<file path="src/design/mcsw_consts.svh">
// bit positions, widths and reset values of the card status word
`ifndef MCSW_CONSTS_SVH
`define MCSW_CONSTS_SVH

`define MCSW_WORD_W 17
`define MCSW_BIT_ID_REWRITE 16
`define MCSW_BIT_WP_SKIP 15
`define MCSW_BIT_ECC_OFF 14
`define MCSW_BIT_ERASE_CANCEL 13
`define MCSW_STATE_HI 12
`define MCSW_STATE_LO 9
`define MCSW_BIT_READY_DATA 8
`define MCSW_BIT_APPLICATION_COMMAND_FLAG 5
`define MCSW_BIT_KEY_ORDER 3
`define MCSW_STATE_LAST 4'h8
`define MCSW_WORD_RST 17'h00000
`define MCSW_STATE_RST 4'h0

`endif

</file>
<file path="src/design/mcsw_pkg.sv">
// types shared by the card status word design
package mcsw_pkg;

    // card state codes as reported in the status word
    typedef enum logic [3:0] {
        MCSW_ST_IDLE  = 4'b0000,
        MCSW_ST_READY = 4'b0001,
        MCSW_ST_IDENT = 4'b0010,
        MCSW_ST_STBY  = 4'b0011,
        MCSW_ST_TRAN  = 4'b0100,
        MCSW_ST_DATA  = 4'b0101,
        MCSW_ST_RCV   = 4'b0110,
        MCSW_ST_PRG   = 4'b0111,
        MCSW_ST_DIS   = 4'b1000
    } mcsw_state_e;

    typedef logic [16:0] mcsw_word_t;

endpackage : mcsw_pkg

</file>
<file path="src/design/mcsw_state_track.sv">
// holds the card state that the next response reports
`timescale 1ns/10ps
`include "mcsw_consts.svh"

module mcsw_state_track import mcsw_pkg::*; (
    // clock and reset
    input wire logic clk,
    input wire logic rst_n,
    // state update from the command engine
    input wire logic state_load,
    input wire logic [3:0] new_state,
    // state as held now
    output mcsw_state_e state_r
);

    mcsw_state_e state_nxt;

    // ---------------------------------------------------------------
    // state register
    // ---------------------------------------------------------------
    // legal codes only
    // reserved codes 9..15 are refused so the field never shows them
    always_comb begin
        state_nxt = state_r;
        if (state_load && (new_state <= `MCSW_STATE_LAST)) begin
            state_nxt = mcsw_state_e'(new_state);
        end
    end

    always_ff @(posedge clk or negedge rst_n) begin
        if (!rst_n) begin
            state_r <= MCSW_ST_IDLE;
        end else begin
            state_r <= state_nxt;
        end
    end

endmodule : mcsw_state_track

</file>
<file path="src/design/mcsw_status_word.sv">
// card status word, bits 16 down to 3, built per received command
//
// Function
// - set bit 16 on identity rewrite, config mismatch or protect reversal
// - set bit 15 when erase skipped write-protected blocks
// - bit 14 high when command ran without internal correction
// - set bit 13 when pending erase sequence was cancelled
// - bits 12..9 carry card state code, 0..8, reserved 9..15
// - state change by a command shows only in next response
// - bit 8 follows buffer empty, ready for data
// - bit 5 shows application command expected or interpreted
// - set bit 3 on key exchange order error
`timescale 1ns/10ps
`include "mcsw_consts.svh"

module mcsw_status_word import mcsw_pkg::*; (
    // clock and reset
    input wire logic clk,
    input wire logic rst_n,
    // command receipt strobe, one cycle
    input wire logic cmd_rx,
    // error and notice events, one-cycle pulses
    input wire logic ev_identity_rewrite,
    input wire logic ev_config_mismatch,
    input wire logic ev_protect_reverse,
    input wire logic ev_erase_wp_skip,
    input wire logic ev_erase_cancel,
    input wire logic ev_key_order,
    // live status levels
    input wire logic ecc_disabled,
    input wire logic buffer_empty,
    input wire logic application_command_flag,
    // state update from the command engine
    input wire logic state_load,
    input wire logic [3:0] new_state,
    // response status word
    output mcsw_word_t resp_status_r,
    output logic resp_valid_r
);

    // ---------------------------------------------------------------
    // sticky flags
    // ---------------------------------------------------------------
    logic id_rewrite_r, id_rewrite_nxt;
    logic wp_skip_r, wp_skip_nxt;
    logic erase_cancel_r, erase_cancel_nxt;
    logic key_order_r, key_order_nxt;
    mcsw_word_t resp_status_nxt;
    logic resp_valid_nxt;
    mcsw_state_e state_r;
    logic id_event;

    // a flag cleared by a response still takes an event of that cycle
    function automatic logic sticky_next(input logic cur, input logic ev,
                                         input logic clr);
        sticky_next = (cur & ~clr) | ev;
    endfunction : sticky_next

    assign id_event = ev_identity_rewrite | ev_config_mismatch |
                      ev_protect_reverse;

    // set wins over the clear that the response brings
    // such an event shows in this response and again in the next one;
    // a repeat is safer than losing an error that lands on the clear
    always_comb begin
        id_rewrite_nxt = sticky_next(id_rewrite_r, id_event, cmd_rx);
        wp_skip_nxt = sticky_next(wp_skip_r, ev_erase_wp_skip, cmd_rx);
        erase_cancel_nxt = sticky_next(erase_cancel_r, ev_erase_cancel,
                                       cmd_rx);
        key_order_nxt = sticky_next(key_order_r, ev_key_order, cmd_rx);
    end

    always_ff @(posedge clk or negedge rst_n) begin
        if (!rst_n) begin
            id_rewrite_r <= 1'b0;
            wp_skip_r <= 1'b0;
            erase_cancel_r <= 1'b0;
            key_order_r <= 1'b0;
        end else begin
            id_rewrite_r <= id_rewrite_nxt;
            wp_skip_r <= wp_skip_nxt;
            erase_cancel_r <= erase_cancel_nxt;
            key_order_r <= key_order_nxt;
        end
    end

    // ---------------------------------------------------------------
    // card state
    // ---------------------------------------------------------------
    mcsw_state_track u_state (
        .clk(clk),
        .rst_n(rst_n),
        .state_load(state_load),
        .new_state(new_state),
        .state_r(state_r)
    );

    // ---------------------------------------------------------------
    // response word
    // ---------------------------------------------------------------
    // word is captured at command receipt and held until the next one
    // levels are seen only in the receipt cycle, pulses between are kept by the sticky flags
    always_comb begin
        resp_status_nxt = resp_status_r;
        resp_valid_nxt = cmd_rx;
        if (cmd_rx) begin
            resp_status_nxt = `MCSW_WORD_RST;
            resp_status_nxt[`MCSW_BIT_ID_REWRITE] = id_rewrite_r | id_event;
            resp_status_nxt[`MCSW_BIT_WP_SKIP] = wp_skip_r |
                                                 ev_erase_wp_skip;
            resp_status_nxt[`MCSW_BIT_ECC_OFF] = ecc_disabled;
            resp_status_nxt[`MCSW_BIT_ERASE_CANCEL] = erase_cancel_r |
                                                      ev_erase_cancel;
            // registered state, an update in this cycle waits
            resp_status_nxt[`MCSW_STATE_HI:`MCSW_STATE_LO] = state_r;
            resp_status_nxt[`MCSW_BIT_READY_DATA] = buffer_empty;
            resp_status_nxt[`MCSW_BIT_APPLICATION_COMMAND_FLAG] = application_command_flag;
            resp_status_nxt[`MCSW_BIT_KEY_ORDER] = key_order_r |
                                                   ev_key_order;
        end
    end

    always_ff @(posedge clk or negedge rst_n) begin
        if (!rst_n) begin
            resp_status_r <= `MCSW_WORD_RST;
            resp_valid_r <= 1'b0;
        end else begin
            resp_status_r <= resp_status_nxt;
            resp_valid_r <= resp_valid_nxt;
        end
    end
endmodule : mcsw_status_word

</file>
<file path="config.mk">
export PLATFORM = sky130hd
export DESIGN_NAME = mcsw_status_word
export DESIGN_NICKNAME = d
export VERILOG_FILES = /design/src/design/mcsw_pkg.sv /design/src/design/mcsw_state_track.sv /design/src/design/mcsw_status_word.sv
export VERILOG_INCLUDE_DIRS = /design/src /design/src/design
export SDC_FILE = /design/constraint.sdc
export NUM_CORES = 1
export LEC_CHECK = 0
export BUFFER_PORTS_ARGS = -buffer_cell sky130_fd_sc_hd__buf_2
export CAP_MARGIN = 10
export CELL_PAD_IN_SITES_DETAIL_PLACEMENT = 0
export CELL_PAD_IN_SITES_GLOBAL_PLACEMENT = 2
export CORE_UTILIZATION = 27
export CTS_CLUSTER_DIAMETER = 50
export CTS_CLUSTER_SIZE = 8
export DETAILED_ROUTE_END_ITERATION = 8
export PLACE_DENSITY_LB_ADDON = 0.05
export SYNTH_ARGS = -nofsm -noshare
export SYNTH_HDL_FRONTEND = slang
export SYNTH_SLANG_ARGS = --single-unit
</file>
<file path="constraint.sdc">
create_clock -name clk -period 1.1 [get_ports clk]
set_clock_uncertainty 0.15 [all_clocks]
set_input_delay 0.055 -clock clk [delete_from_list [all_inputs] [get_ports clk]]
set_output_delay 0.055 -clock clk [all_outputs]
set_load 0.005 [all_outputs]
</file>
# ---- Yosys cells after proc, flatten, opt, wreduce, memory -nomap -nowiden
# Index checks and enable logic that the tools add are counted.
dict set report op_classes {
  n_lt_le_gt_ge 1
  bitwise 15
  reduce_logical 1
}
# cell n
set ops {}
lappend ops {{$or 1x1->1} 10}
lappend ops {{$and 1x1->1} 4}
lappend ops {{$le 4x4->1 const B} 1}
lappend ops {{$logic_and 1x1->1} 1}
lappend ops {{$not 1->1} 1}
dict set report word_totals {
  register_bits 20
  input_bits 17
  out_inout_bits 18
  word_cells 24
}

# ---- Logic depth before layout (Yosys ltp)
# Gate-level depths: netlist of the first run.
dict set report depth {
  word_depth 3
  depth_mapped 4
}

# ---- By module
# Synthesis of the first run repeated with hierarchy kept, for this count alone.
dict set report hier_totals {
  cells_unflattened 67
  hier_area_um2 839.6
}
# module instances cells_each area_each_um2
set by_module_without_submodules {}
lappend by_module_without_submodules {mcsw_status_word 1 50 651.9}
lappend by_module_without_submodules {mcsw_state_track 1 17 187.7}

# ---- Least setup slack after synthesis of the first run
# Ideal clock, no wire load.
dict set report synth_path {
  kind {input port to flip-flop}
  start {input port new_state[0]}
  end {register u_state.state_r[3]}
  setup_ps 77
  t_arrival_ps 690
  slack_ps 183
  cell_stages 2
  n_path_buf 0
  path_cell_list {or4b_1 > a21oi_1}
}
dict set report synth_via {
  elab_chain_len 2
}
# item line_no
set synth_rtl {}
lappend synth_rtl {{start, declared} mcsw_status_word.sv:35} ;# input wire logic [3:0] new_state,
lappend synth_rtl {{$le 4x4->1 (no line)} -}
lappend synth_rtl {{$logic_and 1x1->1} mcsw_state_track.sv:25} ;# if (state_load && (new_state <= `MCSW_STATE_LAST)) begin
lappend synth_rtl {{end signal, assigned} mcsw_state_track.sv:34} ;# state_r <= state_nxt;
lappend synth_rtl {{end, declared} mcsw_state_track.sv:13} ;# output mcsw_state_e state_r
# No other way between the ends.
# A chain may end at the register's enable or synchronous reset.

# ---- Final worst setup path of the first run
dict set report layout_path {
  start {register resp_status_r[15]}
  end {output port resp_status_r[15]}
}
# item line_no
set layout_lines {}
lappend layout_lines {{start, declared} mcsw_status_word.sv:37} ;# output mcsw_word_t resp_status_r,
lappend layout_lines {{start signal, assigned} mcsw_status_word.sv:125} ;# resp_status_r <= `MCSW_WORD_RST;
lappend layout_lines {{start signal, assigned} mcsw_status_word.sv:128} ;# resp_status_r <= resp_status_nxt;
# No word-level cell between the ends.

==> results of run 1 <==
sequential cells by signal, indices dropped and copies added (netlist names):
register         flops
erase_cancel_r       1
id_rewrite_r         1
key_order_r          1
resp_status_r       11
resp_valid_r         1
u_state.state_r      4
wp_skip_r            1
area by class of cell:
type	instances	share of cell area, %
clock buffers	3	1.91
clock inverters	1	2.54
inverters	3	0.953
multi-input cells	41	23.1
flip-flops and latches	20	42.4
well taps	31	3.28
repair buffers	45	25.8
per-layer routing:
metal  global-route usage [%]  part of all wire, %  vias to the layer above
li1                         -                    -                      306
met4                     5.23                  1.8                        0
met2                     17.3                   47                       24
met5                        0                    0                        -
met3                     4.84                  6.8                        5
met1                     12.9                   45                      289
power by group through the flow:
stage                     Sequential, µW  Clock [µW]  Combinational [µW]
after global routing                 850         658                 285
after CTS                            843         628                 251
final                                840         600                 254
after floorplan                      857           0                 111
after detailed placement             858           0                 209
after global placement               853           0                 210
kinds of logic (layout without fill, tap and decap cells):
logic type	after synthesis	in the layout	share of synthesized area (%)
AO/OA/AOI/OAI	15	15	11.7
buffers and inverters	11	52	8.15
flip-flops	20	20	61.5
multiplexers	7	7	9.69
other	1	6	0.461
AND/OR/NAND/NOR	13	13	8.46
placed cells by master (no fill, tap or decap):
cell	count
sky130_fd_sc_hd__mux2_2	7
sky130_fd_sc_hd__nor2b_2	1
sky130_fd_sc_hd__a31oi_1	1
sky130_fd_sc_hd__a21oi_1	4
sky130_fd_sc_hd__o21ai_0	4
sky130_fd_sc_hd__dlygate4sd3_1	15
sky130_fd_sc_hd__conb_1	6
sky130_fd_sc_hd__dfrtp_1	20
sky130_fd_sc_hd__or4b_1	1
sky130_fd_sc_hd__buf_4	2
sky130_fd_sc_hd__nor3_2	1
sky130_fd_sc_hd__nor2b_1	2
sky130_fd_sc_hd__inv_1	3
sky130_fd_sc_hd__buf_2	28
sky130_fd_sc_hd__bufinv_16	1
sky130_fd_sc_hd__and2b_2	1
sky130_fd_sc_hd__a2bb2oi_1	3
sky130_fd_sc_hd__clkbuf_4	3
sky130_fd_sc_hd__nor2_1	7
sky130_fd_sc_hd__a21o_1	3
per-stage QoR:
stage	utilization, %	power [µW]	setup TNS, ns	cell area [µm²]	worst slack (ns)
finish	42.1	1690	0	1180	0.0509
global route	42.1	1790	-0.00631	1180	-0.00368
global placement	34.3	1060	0	963	0.0472
CTS	41.6	1720	0	1170	0.0213
floorplan	-	968	0	832	0.183
detailed placement	34.3	1070	0	963	0.0435
final timing paths:
| check | endpoint | slack [ns] | cells after the start |
|---|---|---|---|
| setup / recovery | resp_status_r[15] | 0.05 | 1 |
| hold reg to reg | wp_skip_r | 0.34 | 1 |
| max in group asynchronous | resp_status_r[10] | 0.41 | 2 |
| setup reg to reg | resp_status_r[11] | 0.17 | 1 |
| hold / removal | u_state.state_r[3] | -0.12 | 3 |
| min in group asynchronous | u_state.state_r[3] | 0.06 | 2 |
what timing repair did:
action                                  in CTS  in global routing
gates resized for setup                      0                  2
endpoints found under the hold margin       36                  4
endpoints found under the setup margin       0                  6
setup buffers                                0                  1
==> metrics.log, run 1 <==
[metrics] power density normalized to cell area: 1430 nW/µm²
[metrics] clock edge transition at the registers on the reported setup and hold paths: 0.12 ns
[metrics] number of buffers on the longest clock path: 2
[metrics] critical path's top delay family: flip-flops
[metrics] start point of the worst hold path: new_state[0]
[metrics] number of global-route vias before repair: 594
[metrics] RSZ-0062 raised after global routing: true
[metrics] height of the die: 56.9 µm
[metrics] endpoint class of the critical path: output pin
[metrics] number of DRC violations after detailed routing: 4
[metrics] critical path's largest stage delay: 0.40 ns
[metrics] YS warnings: 0
[metrics] Core Rows: 19
[metrics] number of enable-type register cells in the synthesized netlist: 0
[metrics] sink count of the clock tree: 20
[metrics] vias per cell: 4.33
[metrics] number of different library cells in the post-synthesis netlist: 16
[metrics] path category of the worst min-delay check: input port to flip-flop
[metrics] Clock power frac: 35.4%
[metrics] Reg power frac: 49.6%
[metrics] Pleak: 0.000561 µW
[metrics] Cell Area, Synth: 813 µm²
[metrics] TritonCTS clock tree: done
[metrics] TritonRoute pass-1 iters: 6
[metrics] ranking of synthesized cells by instance count: sky130_fd_sc_hd__dfrtp_1, sky130_fd_sc_hd__mux2_2, sky130_fd_sc_hd__nor2_1
[metrics] number of nets in the final layout: 131
[metrics] pin count of the biggest net entering global routing: 21
[metrics] clock root buffer: sky130_fd_sc_hd__clkbuf_4
[metrics] placed insts: 124
[metrics] sequential standard cell area: 500 µm²
[metrics] total core area: 2810 µm²
[metrics] number of port buffers: 28
[metrics] violated checks: DRC, hold timing
[metrics] Mapped Avg Cell Area: 12.1 µm²
[metrics] worst path arrival time: 0.84 ns
[metrics] die width: 56.9 µm
[metrics] Worst Path Class, Setup: flip-flop to output pin
[metrics] routability congestion estimate: 0.641
[metrics] top-level port count: 35
[metrics] final cycle utilization of the critical path: 95.4%
[metrics] top achievable clock speed: 953 MHz
[metrics] gate count after technology mapping: 67
[metrics] total congestion overflow after global routing: 0
[metrics] TritonCTS buffer count: 3
[metrics] Critical Path Source: resp_status_r[15]
[metrics] final cell count without fillers: 144
[metrics] routed length per placed instance: 11.3 µm
[metrics] portion of total power attributed to combinational logic: 15.0%
[metrics] Hold Worst Slack: -0.124 ns
[metrics] async set-or-reset flop fraction in the synthesized netlist: 100%
[metrics] worst skew pair latency: 0.31 ns
[metrics] total routing usage reported by global routing: 11.0%
[metrics] number of fill cells: 286
[metrics] largest fanout on the critical path: 2
[metrics] Final Critical Period: 1.05 ns
[metrics] design internal power: 1330 µW
[metrics] status: finished, violations left
[metrics] proportion of netlist area held by the largest area contributor: 61.5%
[metrics] violation count after the first detailed-route iteration: 14
[metrics] Max VDD drop: 0.000820 V
[metrics] number of routed nets with antenna violations: 0
[metrics] ranking of synthesized cells by area: sky130_fd_sc_hd__dfrtp_1, sky130_fd_sc_hd__mux2_2, sky130_fd_sc_hd__buf_4
[metrics] via total after detailed routing: 624
[metrics] first-pass GRT wire length: 2.65 mm
[metrics] Critical Path RT: 0.89 ns
[metrics] number of H-tree levels: 1
[metrics] area taken by multi-input logic gates: 273 µm²
[metrics] hold bufs inserted after CTS: 15
[metrics] antenna diode instance count: 0
[metrics] Final Slew Violations: 0
[metrics] Die Outline Area: 3240 µm²
[metrics] power spent charging and discharging nets: 366 µW
[metrics] sequential element share of the synthesized area: 61.5%
[metrics] primary flip-flop cell chosen by synthesis mapping: sky130_fd_sc_hd__dfrtp_1
[metrics] Detailed Place HPWL: 1.03 mm
[metrics] r2r startpoint: u_state.state_r[2]
[metrics] area growth from synthesis to layout: 45.2%
[metrics] number of antenna violations at the first check in global routing: 0
[metrics] most used standard cell by instance count after synthesis: sky130_fd_sc_hd__dfrtp_1
[metrics] DRT Wirelength: 1.62 mm
[metrics] cell-by-cell listing of the critical path: buf_2
[metrics] number of synthesized register bits: 20
[metrics] sw frac: 21.6%
[metrics] final hold viol count: 4
[metrics] Maximum Capacitance Violations: 0
[metrics] fraction of layout instances using a drive strength above 1: 38.9%
[metrics] startpoint class of the critical path: flip-flop
[metrics] number of endpoints failing setup at the final stage: 0
[metrics] Worst path slowest cell: sky130_fd_sc_hd__dfrtp_1
[metrics] initial cell density of the core: 29.0%
[metrics] library cell occupying the most area in the post-synthesis netlist: sky130_fd_sc_hd__dfrtp_1
[metrics] Worst Path Buf+Inv: 1
Note: power is estimated with default switching activity, not from simulation.
==> run 2: changes to the inputs <==
- clock period: 1.1 -> 1.2 ns (I/O delays scaled with it)
==> metrics.log, run 2 (synthesized netlist as in run 1, its figures left out) <==
[metrics] status: finished, violations left
[metrics] number of port buffers: 28
[metrics] fraction of layout instances using a drive strength above 1: 36.0%
[metrics] Die Outline Area: 3240 µm²
[metrics] area growth from synthesis to layout: 45.8%
[metrics] Final TNS setup: 0 ns
[metrics] violation count after the first detailed-route iteration: 11
[metrics] height of the die: 56.9 µm
[metrics] largest registers in the final layout: resp_status_r x11, u_state.state_r x4
[metrics] final total power: 1550 µW
[metrics] clock edge transition at the registers on the reported setup and hold paths: 0.11 ns
[metrics] number of endpoints failing setup at the final stage: 0
[metrics] top achievable clock speed: 920 MHz
[metrics] Final Critical Period: 1.09 ns
[metrics] number of DRC violations after detailed routing: 4
[metrics] routed length per placed instance: 11.2 µm
[metrics] clock root buffer: sky130_fd_sc_hd__clkbuf_4
[metrics] TritonCTS clock tree: done
[metrics] violated checks: DRC, hold timing
[metrics] largest fanout on the critical path: 4
[metrics] number of H-tree levels: 1
[metrics] area taken by multi-input logic gates: 265 µm²
[metrics] total core area: 2810 µm²
[metrics] vias per cell: 4.40
[metrics] die width: 56.9 µm
[metrics] Max VDD drop: 0.000532 V
[metrics] initial cell density of the core: 29.0%
[metrics] hold bufs inserted after CTS: 17
[metrics] RSZ-0062 raised after global routing: false
[metrics] number of global-route vias before repair: 617
[metrics] leading cell type in the layout, fill and taps excluded: sky130_fd_sc_hd__buf_2
[metrics] first-pass GRT wire length: 2.73 mm
[metrics] Core Rows: 19
[metrics] routability congestion estimate: 0.701
[metrics] Worst Path Class, Setup: input port to flip-flop
[metrics] final hold viol count: 3
[metrics] number of antenna violations at the first check in global routing: 0
[metrics] Top reg by flops: resp_status_r
[metrics] sequential standard cell area: 500 µm²
[metrics] pin count of the biggest net entering global routing: 21
[metrics] number of routed nets with antenna violations: 0
[metrics] Pleak: 0.000563 µW
[metrics] DRT Wirelength: 1.63 mm
[metrics] Detailed Place HPWL: 1.02 mm
[metrics] TritonRoute pass-1 iters: 6
[metrics] number of fill cells: 282
[metrics] number of flip-flops in the largest register: 11
[metrics] power density normalized to cell area: 1310 nW/µm²
[metrics] Final Slew Violations: 0
[metrics] path category of the worst min-delay check: input port to flip-flop
[metrics] number of buffers on the longest clock path: 2
[metrics] sink count of the clock tree: 20
[metrics] number of nets in the final layout: 132
[metrics] final cycle utilization of the critical path: 90.6%
[metrics] highest-count cells in the layout ignoring fill and taps: sky130_fd_sc_hd__buf_2, sky130_fd_sc_hd__dfrtp_1, sky130_fd_sc_hd__dlygate4sd3_1
[metrics] antenna diode instance count: 0
[metrics] worst skew pair latency: 0.30 ns
[metrics] endpoint class of the critical path: flip-flop
[metrics] worst path arrival time: 1.17 ns
[metrics] Hold Worst Slack: -0.0958 ns
[metrics] startpoint class of the critical path: input port
[metrics] via total after detailed routing: 638
[metrics] Critical Path RT: 1.28 ns
[metrics] TritonCTS buffer count: 3
[metrics] top-level port count: 35
[metrics] Maximum Capacitance Violations: 0
[metrics] total congestion overflow after global routing: 0
[metrics] total routing usage reported by global routing: 11.3%
[run 2: cell types whose count changed in the layout (fill, tap and decap cells not counted), sizes merged]
cell / delta
buf: -1
dlygate4sd3: +2
[run 2: final timing paths]
path | startpoint | slack [ns] | to | cells past startpoint
setup / recovery | new_state[3] | 0.11 | u_state.state_r[2] | 4
hold / removal | new_state[0] | -0.1 | u_state.state_r[3] | 3
setup reg to reg | u_state.state_r[0] | 0.29 | resp_status_r[9] | 1
hold reg to reg | key_order_r | 0.34 | key_order_r | 1
max in group asynchronous | rst_n | 0.51 | resp_status_r[8] | 2
min in group asynchronous | rst_n | 0.08 | resp_status_r[5] | 2
[run 2: power by group]
group	leakage [µW]	internal, µW	switching (µW)
clock	0.0000279	337	215
combinational	0.000314	140	92.8
sequential	0.000221	740	29.8
[run 2: final cells by class]
class / instances / share of cell area (%)
Clock inverter: 1 / 2.53
Sequential cell: 20 / 42.2
Multi-Input combinational cell: 41 / 22.4
Clock buffer: 3 / 1.90
Timing Repair Buffer: 46 / 26.8
Tap cell: 31 / 3.27
Inverter: 3 / 0.949
[run 2: metal layers]
| layer | wire [µm] | GRT usage, % | vias up |
|---|---|---|---|
| li1 | - | - | 310 |
| met1 | 815 | 15.1 | 299 |
| met2 | 686 | 16.1 | 25 |
| met3 | 101 | 3.23 | 4 |
| met4 | 23 | 6.27 | 0 |
| met5 | 0 | 0 | - |
[run 2: timing repair]
action                                  CTS  global route
resized for setup                         0             0
endpoints found under the setup margin    0             0
hold endpoints to repair                 36             2
buffers inserted                          0             0
[run 2: critical path: stages]
cell	delay (ns)
sky130_fd_sc_hd__dlygate4sd3_1	0.53
sky130_fd_sc_hd__buf_2	0.14
sky130_fd_sc_hd__nor2b_1	0.25
sky130_fd_sc_hd__a2bb2oi_1	0.19
[run 2: through the flow]
| step | instances | cell area [µm²] | hold slack [ns] | util [%] | setup slack, ns |
|---|---|---|---|---|---|
| 2_1_floorplan | 72 | 832 | -0.386 | - | 0.278 |
| 3_3_place_gp | 124 | 963 | -0.111 | 34.3 | 0.144 |
| 3_5_place_dp | 124 | 963 | -0.110 | 34.3 | 0.134 |
| 4_1_cts | 145 | 1190 | -0.114 | 42.3 | 0.120 |
| 5_1_grt | 145 | 1190 | -0.0818 | 42.3 | 0.0415 |
| 6_report | 145 | 1190 | -0.0958 | 42.3 | 0.113 |
==> run 3: changes to the inputs <==
- TNS_END_PERCENT: not set -> 10
- clock period: 1.2 -> 1 ns (I/O delays scaled with it)
==> metrics.log, run 3 (synthesized netlist as in run 1, its figures left out) <==
[metrics] largest fanout on the critical path: 2
[metrics] metal3 WL: 85 µm
[metrics] clock edge transition at the registers on the reported setup and hold paths: 0.10 ns
[metrics] die width: 56.9 µm
[metrics] total core area: 2810 µm²
[metrics] Pleak: 0.000540 µW
[metrics] antenna diode instance count: 0
[metrics] Die Outline Area: 3240 µm²
[metrics] Core Rows: 19
[metrics] Top reg by flops: resp_status_r
[metrics] met2 wirelength from detailed routing: 687 µm
[metrics] endpoint class of the critical path: output pin
[metrics] critical path's top delay family: flip-flops
[metrics] TritonCTS buffer count: 3
[metrics] Final Critical Period: 1.01 ns
[metrics] first-pass GRT wire length: 2.42 mm
[metrics] highest-count cells in the layout ignoring fill and taps: sky130_fd_sc_hd__buf_2, sky130_fd_sc_hd__dfrtp_1, sky130_fd_sc_hd__dlygate4sd3_1
[metrics] number of fill cells: 287
[metrics] Maximum Capacitance Violations: 0
[metrics] Max VDD drop: 0.000696 V
[metrics] violated checks: DRC, hold timing, setup timing
[metrics] total congestion overflow after global routing: 0
[metrics] Worst path slowest cell: sky130_fd_sc_hd__dfrtp_1
[metrics] Worst Path Buf+Inv: 1
[metrics] critical path's largest stage delay: 0.40 ns
[metrics] final cycle utilization of the critical path: 101%
[metrics] routed length per placed instance: 10.5 µm
[metrics] final worst setup slack: -0.00788 ns
[metrics] initial cell density of the core: 29.0%
[metrics] Final TNS setup: -0.00788 ns
[metrics] clock root buffer: sky130_fd_sc_hd__clkbuf_4
[metrics] Reg power frac: 59.6%
[metrics] routability congestion estimate: 0.673
[metrics] pin count of the biggest net entering global routing: 21
[metrics] DRT Wirelength: 1.49 mm
[metrics] leading cell type in the layout, fill and taps excluded: sky130_fd_sc_hd__buf_2
[metrics] startpoint class of the critical path: flip-flop
[metrics] sequential standard cell area: 500 µm²
[metrics] area taken by multi-input logic gates: 270 µm²
[metrics] number of global-route vias before repair: 562
[metrics] met1 wire length: 704 µm
[metrics] status: finished, violations left
[metrics] TritonRoute pass-1 iters: 6
[metrics] number of H-tree levels: 1
[metrics] path category of the worst min-delay check: input port to flip-flop
[metrics] placed insts: 128
[metrics] Critical Path RT: 0.80 ns
[metrics] area growth from synthesis to layout: 38.8%
[metrics] final hold viol count: 6
[metrics] worst path arrival time: 0.81 ns
[metrics] via total after detailed routing: 599
[metrics] violation count after the first detailed-route iteration: 19
[metrics] number of buffers on the longest clock path: 2
[metrics] number of port buffers: 28
[metrics] RSZ-0062 raised after global routing: true
[metrics] top achievable clock speed: 992 MHz
[metrics] sw frac: 23.3%
[metrics] Final Slew Violations: 0
[metrics] Worst Path Class, Setup: flip-flop to output pin
[metrics] number of endpoints failing setup at the final stage: 1
[metrics] uppermost layer routed: met4
[metrics] power spent charging and discharging nets: 361 µW
[metrics] fraction of layout instances using a drive strength above 1: 41.4%
[metrics] number of DRC violations after detailed routing: 4
[metrics] cell-by-cell listing of the critical path: buf_2
[metrics] vias per cell: 4.22
[metrics] final cell count without fillers: 142
[metrics] number of nets in the final layout: 130
[metrics] Detailed Place HPWL: 1.04 mm
[metrics] top-level port count: 35
[metrics] Clock power frac: 22.8%
[metrics] number of antenna violations at the first check in global routing: 0
[metrics] number of routed nets with antenna violations: 0
[metrics] height of the die: 56.9 µm
[metrics] largest registers in the final layout: resp_status_r x11, u_state.state_r x4
[metrics] final total power: 1550 µW
[metrics] power density normalized to cell area: 1380 nW/µm²
[metrics] sink count of the clock tree: 20
[metrics] number of flip-flops in the largest register: 11
[metrics] TritonCTS clock tree: done
[metrics] portion of total power attributed to combinational logic: 17.6%
[metrics] design internal power: 1190 µW
[metrics] worst skew pair latency: 0.28 ns
[metrics] total routing usage reported by global routing: 10.0%
[metrics] Hold Worst Slack: -0.158 ns
==> run 3: per-stage QoR <==
step,hold WS [ns],utilization [%],area (µm²),setup WS [ns]
after floorplan,-0.396,-,832,0.0877
after global placement,-0.117,35.4,993,-0.0364
after detailed placement,-0.123,35.4,993,-0.0358
after CTS,-0.171,39.4,1110,-0.0298
after global routing,-0.164,40.2,1130,-0.0626
final,-0.158,40.2,1130,-0.00788
==> run 3: path summary, 6_finish.rpt <==
path,start,to,slack [ns],depth (start not counted)
setup / recovery,resp_status_r[10],resp_status_r[10],-0.008,1
hold / removal,ev_config_mismatch,id_rewrite_r,-0.16,3
setup reg to reg,u_state.state_r[0],resp_status_r[9],0.09,1
hold reg to reg,key_order_r,key_order_r,0.33,1
max in group asynchronous,rst_n,resp_status_r[11],0.30,2
min in group asynchronous,rst_n,resp_status_r[12],0.09,2
==> run 3: timing repair <==
| item | 4_1_cts | 5_1_grt |
|---|---|---|
| setup endpoints to repair | 11 | 13 |
| endpoints found under the hold margin | 36 | 6 |
| pin swaps | 0 | 0 |
| buffers inserted | 0 | 1 |
| hold buffers | 9 | 1 |
| resized for setup | 0 | 1 |
| cloned | 0 | 0 |
==> run 3: cell type report <==
type | instances | share of cell area (%)
Inverter | 3 | 0.998
Multi-Input combinational cell | 41 | 23.9
Tap cell | 31 | 3.44
Clock buffer | 3 | 2.00
Sequential cell | 20 | 44.3
Timing Repair Buffer | 44 | 25.3
==> run 3: layer usage <==
| layer | GRT usage [%] | up-vias |
|---|---|---|
| met2 | 15.8 | 21 |
| met3 | 5.30 | 2 |
| met4 | 2.09 | 0 |
| met1 | 12.2 | 271 |
| li1 | - | 305 |
| met5 | 0 | - |
==> run 3: power groups by stage <==
stage               Sequential [µW]  Combinational [µW]  Clock (µW)
floorplan                       943                 122           0
global placement                939                 242           0
detailed placement              942                 242           0
CTS                             926                 270         395
global route                    935                 305         424
finish                          925                 273         355
